**config.mk**
```make
export PLATFORM = sky130hd
export DESIGN_NAME = ast_tx
export DESIGN_NICKNAME = d
export VERILOG_FILES = /design/src/ast_tx_pkg.sv /design/src/ast_tx.sv
export VERILOG_INCLUDE_DIRS = /design/src
export SDC_FILE = /design/constraint.sdc
export NUM_CORES = 1
export LEC_CHECK = 0
export ABC_AREA = 1
export BUFFER_PORTS_ARGS = -buffer_cell sky130_fd_sc_hd__buf_4
export CAP_MARGIN = 10
export CORE_MARGIN = 1
export CORE_UTILIZATION = 50
export DETAILED_ROUTE_END_ITERATION = 10
export PLACE_DENSITY_LB_ADDON = 0.2
export SYNTH_ARGS = -nofsm -noshare
export SYNTH_HDL_FRONTEND = slang
export SYNTH_SLANG_ARGS = --single-unit
```
**constraint.sdc**
```tcl
create_clock -name i_clk_sys -period 1.9 [get_ports i_clk_sys]
set_input_delay 0.38 -clock i_clk_sys [delete_from_list [all_inputs] [get_ports i_clk_sys]]
set_output_delay 0.38 -clock i_clk_sys [all_outputs]
set_load 0.005 [all_outputs]
```
**src/ast_tx_defs.svh**
```systemverilog
// Register offsets, field positions, reset values and timing counts
// for the asynchronous serial transmitter.
// Assumes a 40 MHz system clock and a 32-bit register bus.
`ifndef AST_TX_DEFS_SVH
`define AST_TX_DEFS_SVH

// Register byte offsets
`define AST_OFF_CTRL        8'h00
`define AST_OFF_DATA        8'h04
`define AST_OFF_STATUS      8'h08

// Control register field positions
`define AST_CTRL_TRANSMIT_ENABLE_BIT_BIT   0
`define AST_CTRL_SYNC_BIT   1
`define AST_CTRL_SERIAL_PORT_ENABLE_BIT_BIT   2
`define AST_CTRL_NINE_BIT   3
`define AST_CTRL_INV_BIT    4
`define AST_CTRL_MASK_BIT   5
`define AST_CTRL_W          6

// Status register field positions
`define AST_STAT_EMPTY_BIT  0
`define AST_STAT_TSR_BIT    1
`define AST_STAT_FULL_BIT   2

// Reset values
`define AST_CTRL_RST        6'h00
`define AST_DATA_RST        9'h000
`define AST_RDATA_RST       32'h0000_0000

// Bus responses
`define AST_RESP_OKAY       2'b00
`define AST_RESP_SLVERR     2'b10

// Timing: clock period, instruction cycle and the flag lag after a write
`define AST_CLK_NS          25
`define AST_TCY_NS          100
`define AST_TCY_CLKS        ((`AST_TCY_NS + `AST_CLK_NS - 1) / `AST_CLK_NS)
`define AST_FLAG_LAG_CLKS   (2 * `AST_TCY_CLKS)

// Baud ticks per bit and stop bits per frame
`define AST_OVS             16
`define AST_STOP_BITS       1

`endif

```
**src/ast_tx_pkg.sv**
```systemverilog
// Types shared by the asynchronous serial transmitter.
// Assumes ast_tx_defs.svh supplies the field widths.
`include "ast_tx_defs.svh"

package ast_tx_pkg;

  // Software control bits of the serial port unit
  typedef struct packed {
    logic irq_mask;     // Transmit interrupt mask
    logic pol_inv;      // Transmit polarity invert
    logic nine_bit;     // Nine data bits per character
    logic port_en;      // Serial port enable
    logic sync_sel;     // Clocked mode select
    logic tx_en;        // Transmit enable
  } ast_ctrl_t;

  // Transmit shift register sequencer
  typedef enum logic [1:0] {
    AST_IDLE,
    AST_START,
    AST_DATA,
    AST_STOP
  } ast_state_t;

endpackage

```
**src/ast_tx.sv**
```systemverilog
// Asynchronous serial transmitter: one-deep transmit buffer feeding
// a shift register, with control and status over AXI4-Lite.
// Assumes a shared baud generator giving a one-cycle tick, OVS ticks
// per bit, and a single 40 MHz clock with asynchronous active-low reset.
//
// Functional notes
// - Line idles at mark when not shifting
// - Start space, 8/9 data, stop marks
// - Data and stop bits last exactly one baud period; start bit up to a tick short
// - Bit period from shared 8/16-bit divider
// - Data bits leave least significant first
// - Shares format and baud with receiver
// - No hardware parity; software supplies ninth
// - Shift register loads only from buffer
// - Active only when enabled, async, port on
// - Port enable turns serial pin to output
// - Empty flag sets when transmitter active
// - Buffer write starts; idle shifter loads at once
// - Queued character loads within one instruction cycle
// - Start bit begins right after load
// - Polarity bit inverts idle and data, async only
// - Flag clear when busy and queued, or when inactive
// - Flag updates two instruction cycles after write
// - Flag is read-only to software
// - Mask gates interrupt only, not flag
`timescale 1ns/100ps
`default_nettype none
`include "ast_tx_defs.svh"

module ast_tx
  import ast_tx_pkg::*;
#(
  parameter int ADDR_W    = 8,
  parameter int OVS       = `AST_OVS,
  parameter int STOP_BITS = `AST_STOP_BITS
)
(
  input  wire logic              i_clk_sys,
  input  wire logic              i_arst_n,
  // Shared baud generator tick
  input  wire logic              i_baud_tick,
  // Serial pin
  output logic                   o_serial_out,
  output logic                   o_serial_oe_n,
  // Transmit interrupt request
  output logic                   o_tx_irq,
  // AXI4-Lite write address
  input  wire logic              s_axi_awvalid,
  output logic                   s_axi_awready,
  input  wire logic [ADDR_W-1:0] s_axi_awaddr,
  input  wire logic [2:0]        s_axi_awprot,
  // AXI4-Lite write data
  input  wire logic              s_axi_wvalid,
  output logic                   s_axi_wready,
  input  wire logic [31:0]       s_axi_wdata,
  input  wire logic [3:0]        s_axi_wstrb,
  // AXI4-Lite write response
  output logic                   s_axi_bvalid,
  input  wire logic              s_axi_bready,
  output logic [1:0]             s_axi_bresp,
  // AXI4-Lite read address
  input  wire logic              s_axi_arvalid,
  output logic                   s_axi_arready,
  input  wire logic [ADDR_W-1:0] s_axi_araddr,
  input  wire logic [2:0]        s_axi_arprot,
  // AXI4-Lite read data
  output logic                   s_axi_rvalid,
  input  wire logic              s_axi_rready,
  output logic [31:0]            s_axi_rdata,
  output logic [1:0]             s_axi_rresp
);

  // Refuse settings the counters cannot serve
  if (ADDR_W < 8 || OVS < 1 || OVS > 256 || STOP_BITS < 1
      || STOP_BITS > 8)
  begin : g_bad_param
    $error("ast_tx: unsupported parameter value");
  end

  localparam int OVS_W = (OVS > 1) ? $clog2(OVS) : 1;
  localparam int LAG_W = $clog2(`AST_FLAG_LAG_CLKS + 1);
  localparam logic [OVS_W-1:0] OVS_LAST = OVS_W'(OVS - 1);
  localparam logic [3:0] STOP_LAST = 4'(STOP_BITS - 1);
  localparam logic [LAG_W-1:0] LAG_LOAD = LAG_W'(`AST_FLAG_LAG_CLKS - 1);

  // Word-aligned address match against a byte offset
  function automatic logic addr_is(input logic [ADDR_W-1:0] a,
                                   input logic [7:0]        off);
    addr_is = ({a[ADDR_W-1:2], 2'b00} == ADDR_W'(off));
  endfunction

  // Registers
  ast_ctrl_t         ctrl_q;       // Software control bits
  logic [8:0]        buf_q;        // Transmit buffer
  logic              buf_full_q;   // Character waiting in buffer
  logic [8:0]        shift_q;      // Transmit shift register
  ast_state_t        state_q;      // Sequencer state
  logic [3:0]        bit_cnt_q;    // Data or stop bit index
  logic [OVS_W-1:0]  ovs_cnt_q;    // Ticks within current bit
  logic              line_q;       // Line level before polarity
  logic              pin_q;        // Pin level after polarity
  logic              flag_q;       // Transmit buffer empty flag
  logic [LAG_W-1:0]  lag_q;        // Cycles the flag stays stale
  logic              irq_q;        // Masked interrupt request
  logic              bvalid_q;     // Write response pending
  logic [1:0]        bresp_q;      // Write response code
  logic              rvalid_q;     // Read response pending
  logic [31:0]       rdata_q;      // Read data
  logic [1:0]        rresp_q;      // Read response code

  // Decoding and control wires
  logic        tx_active;    // Asynchronous transmit running
  logic        wr_take;      // Write address and data taken
  logic        rd_take;      // Read address taken
  logic        wr_ctrl;      // Control register write
  logic        wr_data;      // Buffer write
  logic        wr_status;    // Status write, ignored
  logic        wr_hit;       // Write hits a mapped register
  logic        rd_ctrl;      // Control register read
  logic        rd_data;      // Buffer address read
  logic        rd_status;    // Status register read
  logic        rd_hit;       // Read hits a mapped register
  logic        load;         // Buffer to shift register move
  logic        bit_done;     // Current bit period ends
  logic        last_data;    // Final data bit being sent
  logic        flag_live;    // Flag value without write lag
  logic        inv_on;       // Polarity inversion in force
  logic [3:0]  data_last;    // Index of final data bit
  logic [31:0] status_word;  // Status register image
  logic [31:0] ctrl_word;    // Control register image

  // Transmitter runs only when enabled, asynchronous and port on
  assign tx_active = ctrl_q.tx_en & ~ctrl_q.sync_sel & ctrl_q.port_en;

  // Bus handshakes: write channels taken together, one at a time
  assign s_axi_awready = s_axi_awvalid & s_axi_wvalid & ~bvalid_q;
  assign s_axi_wready  = s_axi_awvalid & s_axi_wvalid & ~bvalid_q;
  assign s_axi_arready = ~rvalid_q;
  assign wr_take       = s_axi_awvalid & s_axi_wvalid & ~bvalid_q;
  assign rd_take       = s_axi_arvalid & ~rvalid_q;

  // Address decode
  assign wr_ctrl   = wr_take & addr_is(s_axi_awaddr, `AST_OFF_CTRL)
                     & s_axi_wstrb[0];
  assign wr_data   = wr_take & addr_is(s_axi_awaddr, `AST_OFF_DATA)
                     & s_axi_wstrb[0] & tx_active;
  assign wr_status = addr_is(s_axi_awaddr, `AST_OFF_STATUS);
  assign wr_hit    = addr_is(s_axi_awaddr, `AST_OFF_CTRL)
                     | addr_is(s_axi_awaddr, `AST_OFF_DATA) | wr_status;
  assign rd_ctrl   = addr_is(s_axi_araddr, `AST_OFF_CTRL);
  assign rd_data   = addr_is(s_axi_araddr, `AST_OFF_DATA);
  assign rd_status = addr_is(s_axi_araddr, `AST_OFF_STATUS);
  assign rd_hit    = rd_ctrl | rd_data | rd_status;

  // Register images; buffer and shift register read as zero
  assign ctrl_word   = {26'h000_0000, ctrl_q};
  assign status_word = {29'h0000_0000, buf_full_q,
                        (state_q == AST_IDLE), flag_q};

  // Sequencer wires
  assign load      = tx_active & buf_full_q & (state_q == AST_IDLE);
  assign bit_done  = i_baud_tick & (ovs_cnt_q == OVS_LAST);
  assign data_last = ctrl_q.nine_bit ? 4'd8 : 4'd7;
  assign last_data = (bit_cnt_q == data_last);
  assign flag_live = tx_active & ~buf_full_q;
  assign inv_on    = ctrl_q.pol_inv & ~ctrl_q.sync_sel;

  // Outputs
  assign o_serial_out  = pin_q;
  assign o_serial_oe_n = ~ctrl_q.port_en;
  assign o_tx_irq      = irq_q;
  assign s_axi_bvalid  = bvalid_q;
  assign s_axi_bresp   = bresp_q;
  assign s_axi_rvalid  = rvalid_q;
  assign s_axi_rdata   = rdata_q;
  assign s_axi_rresp   = rresp_q;

  // Control register, written by software
  always_ff @(posedge i_clk_sys or negedge i_arst_n)
  begin
    if (!i_arst_n)
      ctrl_q <= ast_ctrl_t'(`AST_CTRL_RST);
    else if (wr_ctrl)
      ctrl_q <= ast_ctrl_t'(s_axi_wdata[`AST_CTRL_W-1:0]);
  end

  // Write response; status writes change nothing
  always_ff @(posedge i_clk_sys or negedge i_arst_n)
  begin
    if (!i_arst_n)
    begin
      bvalid_q <= 1'b0;
      bresp_q  <= `AST_RESP_OKAY;
    end
    else if (wr_take)
    begin
      bvalid_q <= 1'b1;
      bresp_q  <= wr_hit ? `AST_RESP_OKAY : `AST_RESP_SLVERR;
    end
    else if (s_axi_bready)
      bvalid_q <= 1'b0;
  end

  // Read response, data from the register images
  always_ff @(posedge i_clk_sys or negedge i_arst_n)
  begin
    if (!i_arst_n)
    begin
      rvalid_q <= 1'b0;
      rdata_q  <= `AST_RDATA_RST;
      rresp_q  <= `AST_RESP_OKAY;
    end
    else if (rd_take)
    begin
      rvalid_q <= 1'b1;
      rresp_q  <= rd_hit ? `AST_RESP_OKAY : `AST_RESP_SLVERR;
      // Shift register is never visible; buffer reads as zero
      if (rd_ctrl)
        rdata_q <= ctrl_word;
      else if (rd_status)
        rdata_q <= status_word;
      else
        rdata_q <= `AST_RDATA_RST;
    end
    else if (s_axi_rready)
      rvalid_q <= 1'b0;
  end

  // Transmit buffer; a new write wins over a same-cycle move out
  always_ff @(posedge i_clk_sys or negedge i_arst_n)
  begin
    if (!i_arst_n)
    begin
      buf_q      <= `AST_DATA_RST;
      buf_full_q <= 1'b0;
    end
    else if (!tx_active)
      buf_full_q <= 1'b0;
    else if (wr_data)
    begin
      // Ninth bit carries software parity when enabled
      buf_q      <= s_axi_wdata[8:0];
      buf_full_q <= 1'b1;
    end
    else if (load)
      buf_full_q <= 1'b0;
  end

  // Tick counter inside each bit; restarted on every load
  always_ff @(posedge i_clk_sys or negedge i_arst_n)
  begin
    if (!i_arst_n)
      ovs_cnt_q <= '0;
    else if (!tx_active || load)
      ovs_cnt_q <= '0;
    else if (i_baud_tick && state_q != AST_IDLE)
      ovs_cnt_q <= bit_done ? '0 : ovs_cnt_q + 1'b1;
  end

  // Frame sequencer: start, data bits, stop bits
  always_ff @(posedge i_clk_sys or negedge i_arst_n)
  begin
    if (!i_arst_n)
    begin
      state_q   <= AST_IDLE;
      shift_q   <= `AST_DATA_RST;
      bit_cnt_q <= 4'd0;
      line_q    <= 1'b1;
    end
    else if (!tx_active)
    begin
      // Disable aborts the frame and returns the line to mark
      state_q <= AST_IDLE;
      line_q  <= 1'b1;
    end
    else
    begin
      unique case (state_q)
        AST_IDLE:
          if (load)
          begin
            // Shift register fed only from the buffer
            shift_q   <= buf_q;
            bit_cnt_q <= 4'd0;
            line_q    <= 1'b0;
            state_q   <= AST_START;
          end
          else
            line_q <= 1'b1;
        AST_START:
          if (bit_done)
          begin
            // Least significant bit goes first
            line_q  <= shift_q[0];
            shift_q <= {1'b0, shift_q[8:1]};
            state_q <= AST_DATA;
          end
        AST_DATA:
          if (bit_done)
          begin
            if (last_data)
            begin
              line_q    <= 1'b1;
              bit_cnt_q <= 4'd0;
              state_q   <= AST_STOP;
            end
            else
            begin
              line_q    <= shift_q[0];
              shift_q   <= {1'b0, shift_q[8:1]};
              bit_cnt_q <= bit_cnt_q + 4'd1;
            end
          end
        AST_STOP:
          if (bit_done)
          begin
            if (bit_cnt_q == STOP_LAST)
              state_q <= AST_IDLE;
            else
              bit_cnt_q <= bit_cnt_q + 4'd1;
          end
      endcase
    end
  end

  // Pin level with optional inversion of idle and data
  always_ff @(posedge i_clk_sys or negedge i_arst_n)
  begin
    if (!i_arst_n)
      pin_q <= 1'b1;
    else
      pin_q <= line_q ^ inv_on;
  end

  // Empty flag: stale for two instruction cycles after a write
  always_ff @(posedge i_clk_sys or negedge i_arst_n)
  begin
    if (!i_arst_n)
    begin
      flag_q <= 1'b0;
      lag_q  <= '0;
    end
    else if (wr_data)
      lag_q <= LAG_LOAD;
    else if (lag_q != '0)
      lag_q <= lag_q - 1'b1;
    else
      flag_q <= flag_live;
  end

  // Interrupt request, gated by the mask only
  always_ff @(posedge i_clk_sys or negedge i_arst_n)
  begin
    if (!i_arst_n)
      irq_q <= 1'b0;
    else
      irq_q <= flag_q & ctrl_q.irq_mask;
  end

endmodule
`default_nettype wire

```
# After elaboration in Yosys (flattened, before gate mapping)

Cells that the tools add are included.

Register bits: 81
Input port bits: 66
Output and inout port bits: 44
Logic and storage cells: 139

Add/subtract/negate cells: 3
Eq/ne operators: 23
Muxes and demuxes: 42
Bitwise gates (word level): 28
Reduce and logical (&&, ||, !) cells: 21

Operators with widths:

| operator                                                        | count |
|---|---|
| 4-bit two-way mux                                               | 11 |
| 9-bit two-way mux                                               | 4 |
| 9-bit case mux with 3 select lines                              | 1 |
| 2-bit two-way mux                                               | 9 |
| 3-bit != test, second input constant                            | 6 |
| 6-bit AND reduction                                             | 3 |
| 1-bit bitwise AND                                               | 16 |
| 6-bit by 1-bit == test with 1-bit output, second input constant | 2 |
| 6-bit by 2-bit == test with 1-bit output, second input constant | 2 |
| 6-bit zero test                                                 | 2 |
| 1-bit two-way mux                                               | 12 |
| 2-bit != test, second input constant                            | 6 |
| 4-bit case mux with 3 select lines                              | 1 |
| 2-bit nonzero test                                              | 5 |
| 4-bit by 1-bit adder with 4-bit output, second input constant   | 2 |
| 2-bit case mux with 4 select lines                              | 1 |
| 1-bit inverter                                                  | 7 |
| 6-bit two-way mux                                               | 1 |
| 3-bit nonzero test                                              | 2 |
| 2-bit == test, second input constant                            | 2 |
| 4-bit == test                                                   | 1 |
| 4-bit == test, second input constant                            | 1 |
| 4-bit zero test                                                 | 1 |
| 4-bit by 1-bit != test with 1-bit output, second input constant | 1 |
| other kinds (14)                                                | 18 |

# Longest topological paths before layout

Gate-level depths: netlist of run 1.

Word-level depth: 8
Gate-level depth with buffers: 11
Mapped depth without buffers: 10

# Least setup slack after synthesis of run 1

No wires, ideal clock.

Kind: register to register
Start: register state_q[0]
End: register shift_q[8]
Library setup time: 0.119 ns
Arrival time: 1.333 ns
Required time: 1.781 ns
Path slack: 0.448 ns
Cell stages (with the launch flop): 10
Period minus slack after synthesis: 1.452 ns
Cells stage by stage: dfrtp_1 inv_1 ha_1 inv_1 nand2_1 nand2_2 nor2_8 nand2_4 nand2_1 nand2_1

Word-level cells in the longest chain between the ends: 4
Elaborated cells between the ends (all ways): 11
Those cells by class: eq/ne: 6; mux: 1; bitwise: 1; reduce/logical: 3

RTL lines:

| what                          | RTL line                     | RTL |
|---|---|---|
| start: declaration            | ast_tx.sv:97                 | `ast_state_t state_q;` |
| start signal: assignment      | ast_tx.sv:265                | `state_q <= AST_IDLE;` |
| start signal: assignment      | ast_tx.sv:273                | `state_q <= AST_IDLE;` |
| start signal: assignment      | ast_tx.sv:286                | `state_q <= AST_START;` |
| 2-bit zero test               | ast_tx.sv:161, ast_tx.sv:278 |  |
| 1-bit bitwise AND             | ast_tx.sv:161                | `assign load = tx_active & buf_full_q & (state_q == AST_IDLE);` |
| 2-bit != test (no line)       | -                            |  |
| 6-bit AND reduction (no line) | -                            |  |
| end signal: assignment        | ast_tx.sv:283                | `shift_q <= buf_q;` |
| end signal: assignment        | ast_tx.sv:295                | `shift_q <= {1'b0, shift_q[8:1]};` |
| end signal: assignment        | ast_tx.sv:310                | `shift_q <= {1'b0, shift_q[8:1]};` |
| end: declaration              | ast_tx.sv:96                 | `logic [8:0] shift_q;` |

Parallel ways exist; a longest one is shown, timed or not.
A chain may end at the register's enable or synchronous reset.

# Worst setup path after layout of run 1

Same ends and word-level chain as after synthesis.

==> results.md, run 1 <==
- Crit path DAT: 1.93 ns
- Main combinational cell family by area after synthesis: simple AND/OR/NAND/NOR gates
- Worst Setup End Kind: register
- Setup Buffers After CTS: 0
- Grt ovf: 0
- Reg2reg start: state_q[0]
- Count leader, synth: nand2_1
- Net Sw Power: 0.619 mW
- Synth top area share: 42.1%
- Unrepaired setup endpoints after global routing: false
- Fin crit period: 1.73 ns
- Final WL: 5550 um
- TritonCTS clock tree: done
- Clock Tree Root: clkbuf_8
- GP Congestion: 0.819
- Gr usage total: 19.6%
- Comb power frac: 15.0%
- Starting density of the core: 53.4%
- Cell count after synthesis: 389
- Unique masters post-synth: 31
- Main synth FF type: dfrtp_1
- Share of cells above drive strength 1: 17.9%
- Post-synth EDFFs: 0
- Post-route ant nets: 0
- DR DRC count: 0
- Largest net degree at the start of global routing: 54
- Final Setup Violations: 0
- Worst Tran Pin Value: 0.659 ns
- DR WL/cell: 10.9 um
- Final Hold Vio Count: 0
- Placement Setup Slack: 0.142 ns
- CP Launch Type: register
- Total CTS buffers: 5
- Cell taking the most area after synthesis: dfrtp_1
- TNS Setup: 0 ns
- Clock latency on the worst-skew pair: 0.31 ns
- Flops & latches, synth: 53
- Simple-gate share of the synthesized area: 30.2%
- Area post-placement: 0.00333 mm^2
- Status: finished clean
- Worst Hold Class: input pin to async pin
- Total Power: 2.37 mW
- Clk pwr share: 32.4%
- Xor and xnor area share after synthesis: 1.73%
- Yosys warns: 0
- First-pass DRT Iterations: 4
- Initial antenna violation count: 0
- Fillers: 522
- Most frequent cells after synthesis: 137 x nand2_1, 51 x dfrtp_1, 35 x inv_1
- Fmax: 579 MHz
- Vias: 2,458
- First-pass GRT wire length: 9800 um
- Post-synthesis adder-cell area fraction: 4.13%
- Tcrit/Tclk final: 90.9%
- Initial drt markers: 72
- Slew Limit Fails: 0
- Mux contribution to synthesized area: 0%
- Switching portion of total power: 26.2%
- Type of the worst setup path: register to register
- R2R Setup Slk: 0.17 ns
- Peak fanout along the critical path: 10
- Die width: 79.8 um
- Critical path required time: 2.10 ns
- IO buf count: 45
- DR vias/cell: 4.84
- VDD IR max: 0.413 mV
- Lkg Pwr: 1.88 nW
- Max-Cap Viols: 0
- Worst slew margin: 56.1%
- Sequential power share: 52.6%
- Nets@finish: 511
- Hpwl dp: 4170 um
- R2R Path End: shift_q[8]
- CTS clk-pin slew, worst paths: 0.09 ns
- H-tree depth reported by CTS: 2
- P_int: 1.75 mW
- Num rows: 27
- Setup Skew: 0.00496 ns
- Fin area: 0.00345 mm^2
- Die area: 0.00637 mm^2
- Area of the multi-input gates: 0.00140 mm^2
- Vias in the first global route: 2,324
- Core area: 0.00568 mm^2
- Post-synthesis async set-or-reset flop share: 100%
- Post-synth design cell area: 0.00303 mm^2
- Share of the yosys chip area belonging to registers: 43.9%
- Die span in y: 79.8 um
- # diodes: 0
- Synth area leaders: dfrtp_1 42%, nand2_1 17%, buf_4 7.4%
- # IOs: 110
- Area grow syn2layout: 13.8%
- Reg2reg path depth: 9
- Pwr Density: 686 mW/mm^2
- Seq. cell area: 0.00133 mm^2
- Syn avg cell area: 7.79 um^2
- CTS Buffer Depth: 2
- CTS sink count: 53
- Compound-gate portion of the synthesized area: 6.48%
- Final Worst Setup Slack: 0.173 ns
-- state kept, by name (all words and copies together), names as in the netlist --
register and flops:
s_axi_bvalid 1, s_axi_rdata 6, buf_full_q 1, s_axi_rvalid 1, s_axi_bresp 1, o_tx_irq 1, flag_q 1, buf_q 9
line_q 1, s_axi_rresp 1, o_serial_out 1, lag_q 4, state_q 2, shift_q 9, ctrl_q 6, ovs_cnt_q 4
bit_cnt_q 4
-- cell families (layout without fill, tap and decap cells) --
| group | after synthesis | after routing |
|---|---|---|
| XOR/XNOR | 6 | 6 |
| buffers and inverters | 77 | 97 |
| AO/OA/AOI/OAI | 36 | 36 |
| other | 1 | 28 |
| AND/OR/NAND/NOR | 206 | 206 |
| adder cells (fa/ha/maj) | 10 | 10 |
| flip-flops | 53 | 53 |
-- power groups by stage --
stage	logic, mW	clock network (mW)	registers [mW]
floorplan	0.257	0	1.25
global placement	0.345	0	1.26
detailed placement	0.360	0	1.26
CTS	0.361	0.791	1.24
global route	0.411	0.830	1.25
finish	0.356	0.766	1.24
-- timing repair --
action                                  in CTS  in global routing
hold buffers                                 0                  0
endpoints found under the setup margin       0                  3
resized for setup                            0                  1
-- metal layers --
metal / part of all wire, % / global-route usage (%) / up-vias
li1: - / - / 1257
met1: 47 / 24.4 / 1138
met2: 48 / 33.1 / 59
met3: 5.1 / 5.14 / 4
met4: 0.59 / 5.89 / 0
met5: 0 / 0 / -
-- through the flow --
| stage | hold WS, ns | utilization [%] | std cells |
|---|---|---|---|
| after floorplan | 0.0844 | - | 416 |
| after global placement | 0.454 | 58.6 | 500 |
| after detailed placement | 0.456 | 58.6 | 500 |
| after CTS | 0.113 | 60.7 | 508 |
| after global routing | 0.144 | 60.7 | 508 |
| final | 0.104 | 60.7 | 508 |
-- critical path, stage by stage (launching register included) --
cell and delay, ns:
dfrtp_1 0.43, inv_1 0.12, ha_1 0.32, inv_1 0.14, nand2_1 0.10, nand2_2 0.09, nor2_8 0.18, nand2_4 0.12
nand2_1 0.07, nand2_1 0.05
-- area by class of cell --
| type | instances | area share (%) |
|---|---|---|
| tap | 72 | 2.61 |
| clock buffer | 5 | 2.00 |
| inverter | 41 | 4.47 |
| timing repair buffer | 48 | 10.5 |
| sequential | 53 | 38.6 |
| clock inverter | 3 | 1.34 |
| multi-input combinational | 286 | 40.6 |
-- how the worst max path moves through the flow --
| stage | startpoint | endpoint | slack (ns) | depth (start not counted) |
|---|---|---|---|---|
| 2_1_floorplan | state_q[0] | shift_q[8] | 0.45 | 9 |
| 4_1_cts | state_q[0] | shift_q[8] | 0.12 | 9 |
| 5_1_grt | state_q[1] | shift_q[8] | 0.03 | 9 |
| 3_5_place_dp | state_q[0] | shift_q[8] | 0.14 | 9 |
| 3_3_place_gp | state_q[0] | shift_q[8] | 0.16 | 9 |
| 6_report | state_q[0] | shift_q[8] | 0.17 | 9 |
-- cells in the final DEF, fill, tap and decap left out --
| cell | instances |
|---|---|
| o21ai_0 | 11 |
| nor2_4 | 1 |
| ha_2 | 1 |
| nand2_1 | 137 |
| dfrtp_1 | 51 |
| nor2_8 | 1 |
| clkbuf_8 | 5 |
| nand3_2 | 2 |
| nor3_1 | 1 |
| ha_1 | 9 |
| xnor2_1 | 2 |
| conb_1 | 28 |
| nor2_2 | 2 |
| o31ai_1 | 2 |
| clkinv_1 | 2 |
| buf_4 | 48 |
| nor3_4 | 1 |
| nand3_4 | 1 |
| inv_2 | 4 |
| xor2_1 | 4 |
| nand3_1 | 27 |
| bufinv_16 | 1 |
| a21oi_1 | 4 |
| inv_1 | 35 |
| clkinv_4 | 1 |
| dfstp_2 | 2 |
| nand4_1 | 7 |
| a21oi_2 | 2 |
| o22ai_1 | 3 |
| o21ai_1 | 14 |
| clkinvlp_4 | 1 |
| nand2_4 | 2 |
| nand2_2 | 3 |
| nor2_1 | 21 |
Power figures use the tool's default switching activity.
==> inputs of run 2 (changes only) <==
--- a/config.mk
+++ b/config.mk
@@ -6,7 +6,6 @@
 export SDC_FILE = /design/constraint.sdc
 export NUM_CORES = 1
 export LEC_CHECK = 0
-export ABC_AREA = 1
 export BUFFER_PORTS_ARGS = -buffer_cell sky130_fd_sc_hd__buf_4
 export CAP_MARGIN = 10
 export CORE_MARGIN = 1
==> run 2 against run 1 <==
Compared with the run above:
- the run now ends with setup timing left
- sequential power about the same
- synthesized cell count decreased by 30%
- non-clock buffer count increased by 25
- power decreased by 4.8%
- maximum frequency decreased by 9.3%
- count of clock-buffer cells in the layout increased by 2
- final area increased by 4.5%
- global-route usage about the same
- die area decreased by 1.7%
- critical path type unchanged
==> results.md, run 2 <==
- Total Power: 2.25 mW (-4.8%)
- GP Congestion: 0.779 (-4.9%)
- Commonest non-fill, non-tap cell in the layout: buf_4
- M2 GR Usage: 33.8% (+0.72 points)
- Vias: 2,125 (-14%)
- H-tree depth reported by CTS: 2 (unchanged)
- Crit path DAT: 2.10 ns (+0.17 ns)
- Clock Tree Root: clkbuf_8
- CTS clk-pin slew, worst paths: 0.09 ns (about the same)
- Clk pwr share: 28.2% (-4.2 points)
- Met3 Use GR: 3.45% (-1.7 points)
- Worst Setup End Kind: register
- Comb power frac: 16.1% (+1.1 points)
- First-pass DRT Iterations: 4 (unchanged)
- Lkg Pwr: 1.81 nW (-3.6%)
- Die span in y: 79.2 um (-0.85%)
- Status: finished, violations left
- Most frequent cells in the layout: 71 x buf_4, 51 x dfrtp_1, 28 x conb_1, 27 x mux2_2, 20 x nand2_1
- Unrepaired setup endpoints after global routing: true
- R2R Setup Slk: -0.005 ns (-0.18 ns)
- CP Capture Point: shift_q[3]
- VDD IR max: 0.371 mV (-10%)
- Final design utilization: 64.2% (+3.5 points)
- Fin crit period: 1.90 ns (+0.178 ns)
- CP Launch Type: register
- Flops & latches, synth: 53 (unchanged)
- Share of the yosys chip area belonging to registers: 44.6% (+0.77 points)
- Area grow syn2layout: 21.0%
- # diodes: 0 (unchanged)
- P_int: 1.64 mW (-6.1%)
- CTS Hold Bufs: 0 (unchanged)
- Main synth FF type: dfrtp_1
- Cell count after synthesis: 271 (-30%)
- Switching portion of total power: 27.2% (+1.0 points)
- Yosys warns: 0 (unchanged)
- Slew Limit Fails: 0 (unchanged)
- Seq. cell area: 0.00133 mm^2 (unchanged)
- DR vias/cell: 5.13 (+6.1%)
- Final WL: 5490 um (-1.2%)
- Crit path from: state_q[1]
- DR WL/cell: 13.3 um (+21%)
- Clock latency on the worst-skew pair: 0.31 ns (about the same)
- Post-route ant nets: 0 (unchanged)
- CTS Buffer Depth: 2 (unchanged)
- Cell taking the most area after synthesis: dfrtp_1
- Largest net degree at the start of global routing: 54 (unchanged)
- TritonCTS clock tree: done
- Sequential power share: 55.7% (+3.1 points)
- Reg2reg path depth: 6 (-3)
- Tcrit/Tclk final: 100% (+9.3 points)
- Setup Skew: 0.00834 ns (+0.00339 ns)
- Post-synth design cell area: 0.00298 mm^2 (-1.7%)
- Worst Tran Pin Value: 0.659 ns (+0.0000547 ns)
- Syn avg cell area: 11.0 um^2 (+41%)
- Die width: 79.2 um (-0.85%)
- Post-synth EDFFs: 0 (unchanged)
- Failing checks: setup timing
- TNS Setup: -0.00553 ns (-0.00553 ns)
- First-pass GRT wire length: 9490 um (-3.1%)
- Fmax: 525 MHz (-9.3%)
- Synth top area share: 42.9% (+0.74 points)
- Share of cells above drive strength 1: 38.0% (+20 points)
- Pwr Density: 625 mW/mm^2 (-9.0%)
- Synth area leaders: dfrtp_1 43%, mux2_2 11%, buf_4 7.6%
- Worst slew margin: 56.0% (about the same)
- Count leader, synth: dfrtp_1
- Core area: 0.00561 mm^2 (-1.2%)
- Gr usage total: 19.6% (about the same)
- Num rows: 27 (unchanged)
- CTS sink count: 53 (unchanged)
- DR DRC count: 0 (unchanged)
- Critical path required time: 2.09 ns (about the same)
- # IOs: 110 (unchanged)
- Largest regs: buf_q: 9 flops, shift_q: 9 flops
- Area of the multi-input gates: 0.00149 mm^2 (+6.5%)
- Met1 Track Usage GR: 24.9% (+0.42 points)
- Grt ovf: 0 (unchanged)
- Vias in the first global route: 2,074 (-11%)
- Final Hold Vio Count: 0 (unchanged)
- Final Setup Violations: 2 (+2)
- Initial antenna violation count: 0 (unchanged)
- Max-Cap Viols: 0 (unchanged)
- Worst Hold Class: input pin to async pin
- R2R Path End: shift_q[3]
- Die area: 0.00627 mm^2 (-1.7%)
- IO buf count: 45 (unchanged)
- Starting density of the core: 53.1% (-0.29 points)
- Initial drt markers: 105 (+46%)
- Post-synthesis async set-or-reset flop share: 100% (unchanged)
- Most used routing layer: met2
- Net Sw Power: 0.612 mW (-1.2%)
- Reg2reg start: state_q[1]
- Unique masters post-synth: 53 (+71%)
- Peak fanout along the critical path: 9 (-1)
- Hpwl dp: 4150 um (-0.51%)
- Final Worst Setup Slack: -0.00462 ns (-0.178 ns)
- Fillers: 487 (-6.7%)
- Nets@finish: 417 (-18%)
- Type of the worst setup path: register to register
- Most frequent cells after synthesis: 51 x dfrtp_1, 30 x buf_4, 28 x mux2_2
- Total CTS buffers: 5 (unchanged)
==> run 2: worst max-delay path, cell delays in order (launching register included) <==
cell,delay [ns]
dfrtp_1,0.43
ha_4,0.20
and3_4,0.17
a32o_2,0.24
nor4_4,0.22
buf_6,0.18
mux2_2,0.34
==> run 2: what timing repair did <==
action / 4_1_cts / 5_1_grt
setup buffers: 1 / 0
cloned: 0 / 0
setup endpoints to repair: 9 / 13
resized for setup: 2 / 6
==> run 2: power by group through the flow <==
stage	logic, mW	clock network [mW]	registers (mW)
2_1_floorplan	0.271	0	1.26
3_3_place_gp	0.356	0	1.27
3_5_place_dp	0.368	0	1.27
4_1_cts	0.370	0.653	1.25
5_1_grt	0.428	0.694	1.26
6_report	0.363	0.635	1.25
==> run 2: cells by family (layout without fill, tap and decap cells) <==
logic type | after synthesis | count (layout) | share of synthesized area, %
DFF | 53 | 53 | 44.6
buffers and inverters | 49 | 93 | 10.2
adders and majority gates | 10 | 10 | 4.20
muxes | 38 | 38 | 14.5
xor gates and xnor gates | 4 | 4 | 1.18
AOI/OAI and AO/OA | 46 | 46 | 11.0
other | 1 | 28 | 0.126
and+or+nand+nor | 70 | 70 | 14.2
==> run 2: worst min path at each step <==
stage / start / end / slack (ns) / depth (start not counted)
after CTS: i_arst_n / lag_q[0] / 0.12 / 1
after global placement: i_arst_n / s_axi_rvalid / 0.46 / 1
after global routing: i_arst_n / s_axi_rvalid / 0.16 / 1
after detailed placement: i_arst_n / s_axi_rdata[4] / 0.46 / 1
after floorplan: i_arst_n / bit_cnt_q[0] / 0.08 / 0
final: i_arst_n / s_axi_rdata[4] / 0.08 / 1
==> run 2: routing by layer <==
metal	vias to the layer above	routed length (um)	share of wire, %
met1	1018	2480	45
met3	6	246	4.5
met5	-	0	0
li1	1036	-	-
met4	0	66	1.2
met2	65	2690	49
==> run 2: stage by stage <==
| stage | instances | area (um^2) | setup slack [ns] | hold slack [ns] |
|---|---|---|---|---|
| 5_1_grt | 414 | 3600 | -0.0696 | 0.157 |
| 3_3_place_gp | 405 | 3480 | -0.0375 | 0.459 |
| 6_report | 414 | 3600 | -0.00462 | 0.0845 |
| 4_1_cts | 414 | 3580 | -0.0203 | 0.124 |
| 3_5_place_dp | 405 | 3480 | -0.0533 | 0.461 |
| 2_1_floorplan | 298 | 3100 | -0.176 | 0.0844 |
==> run 2: cell type report <==
| class | instances | share of cell area [%] |
|---|---|---|
| Multi-Input combinational cell | 196 | 41.3 |
| Sequential cell | 53 | 36.9 |
| Timing Repair Buffer | 73 | 15.7 |
| Tap cell | 72 | 2.50 |
| Clock buffer | 7 | 2.12 |
| Inverter | 12 | 1.25 |
| Clock inverter | 1 | 0.243 |
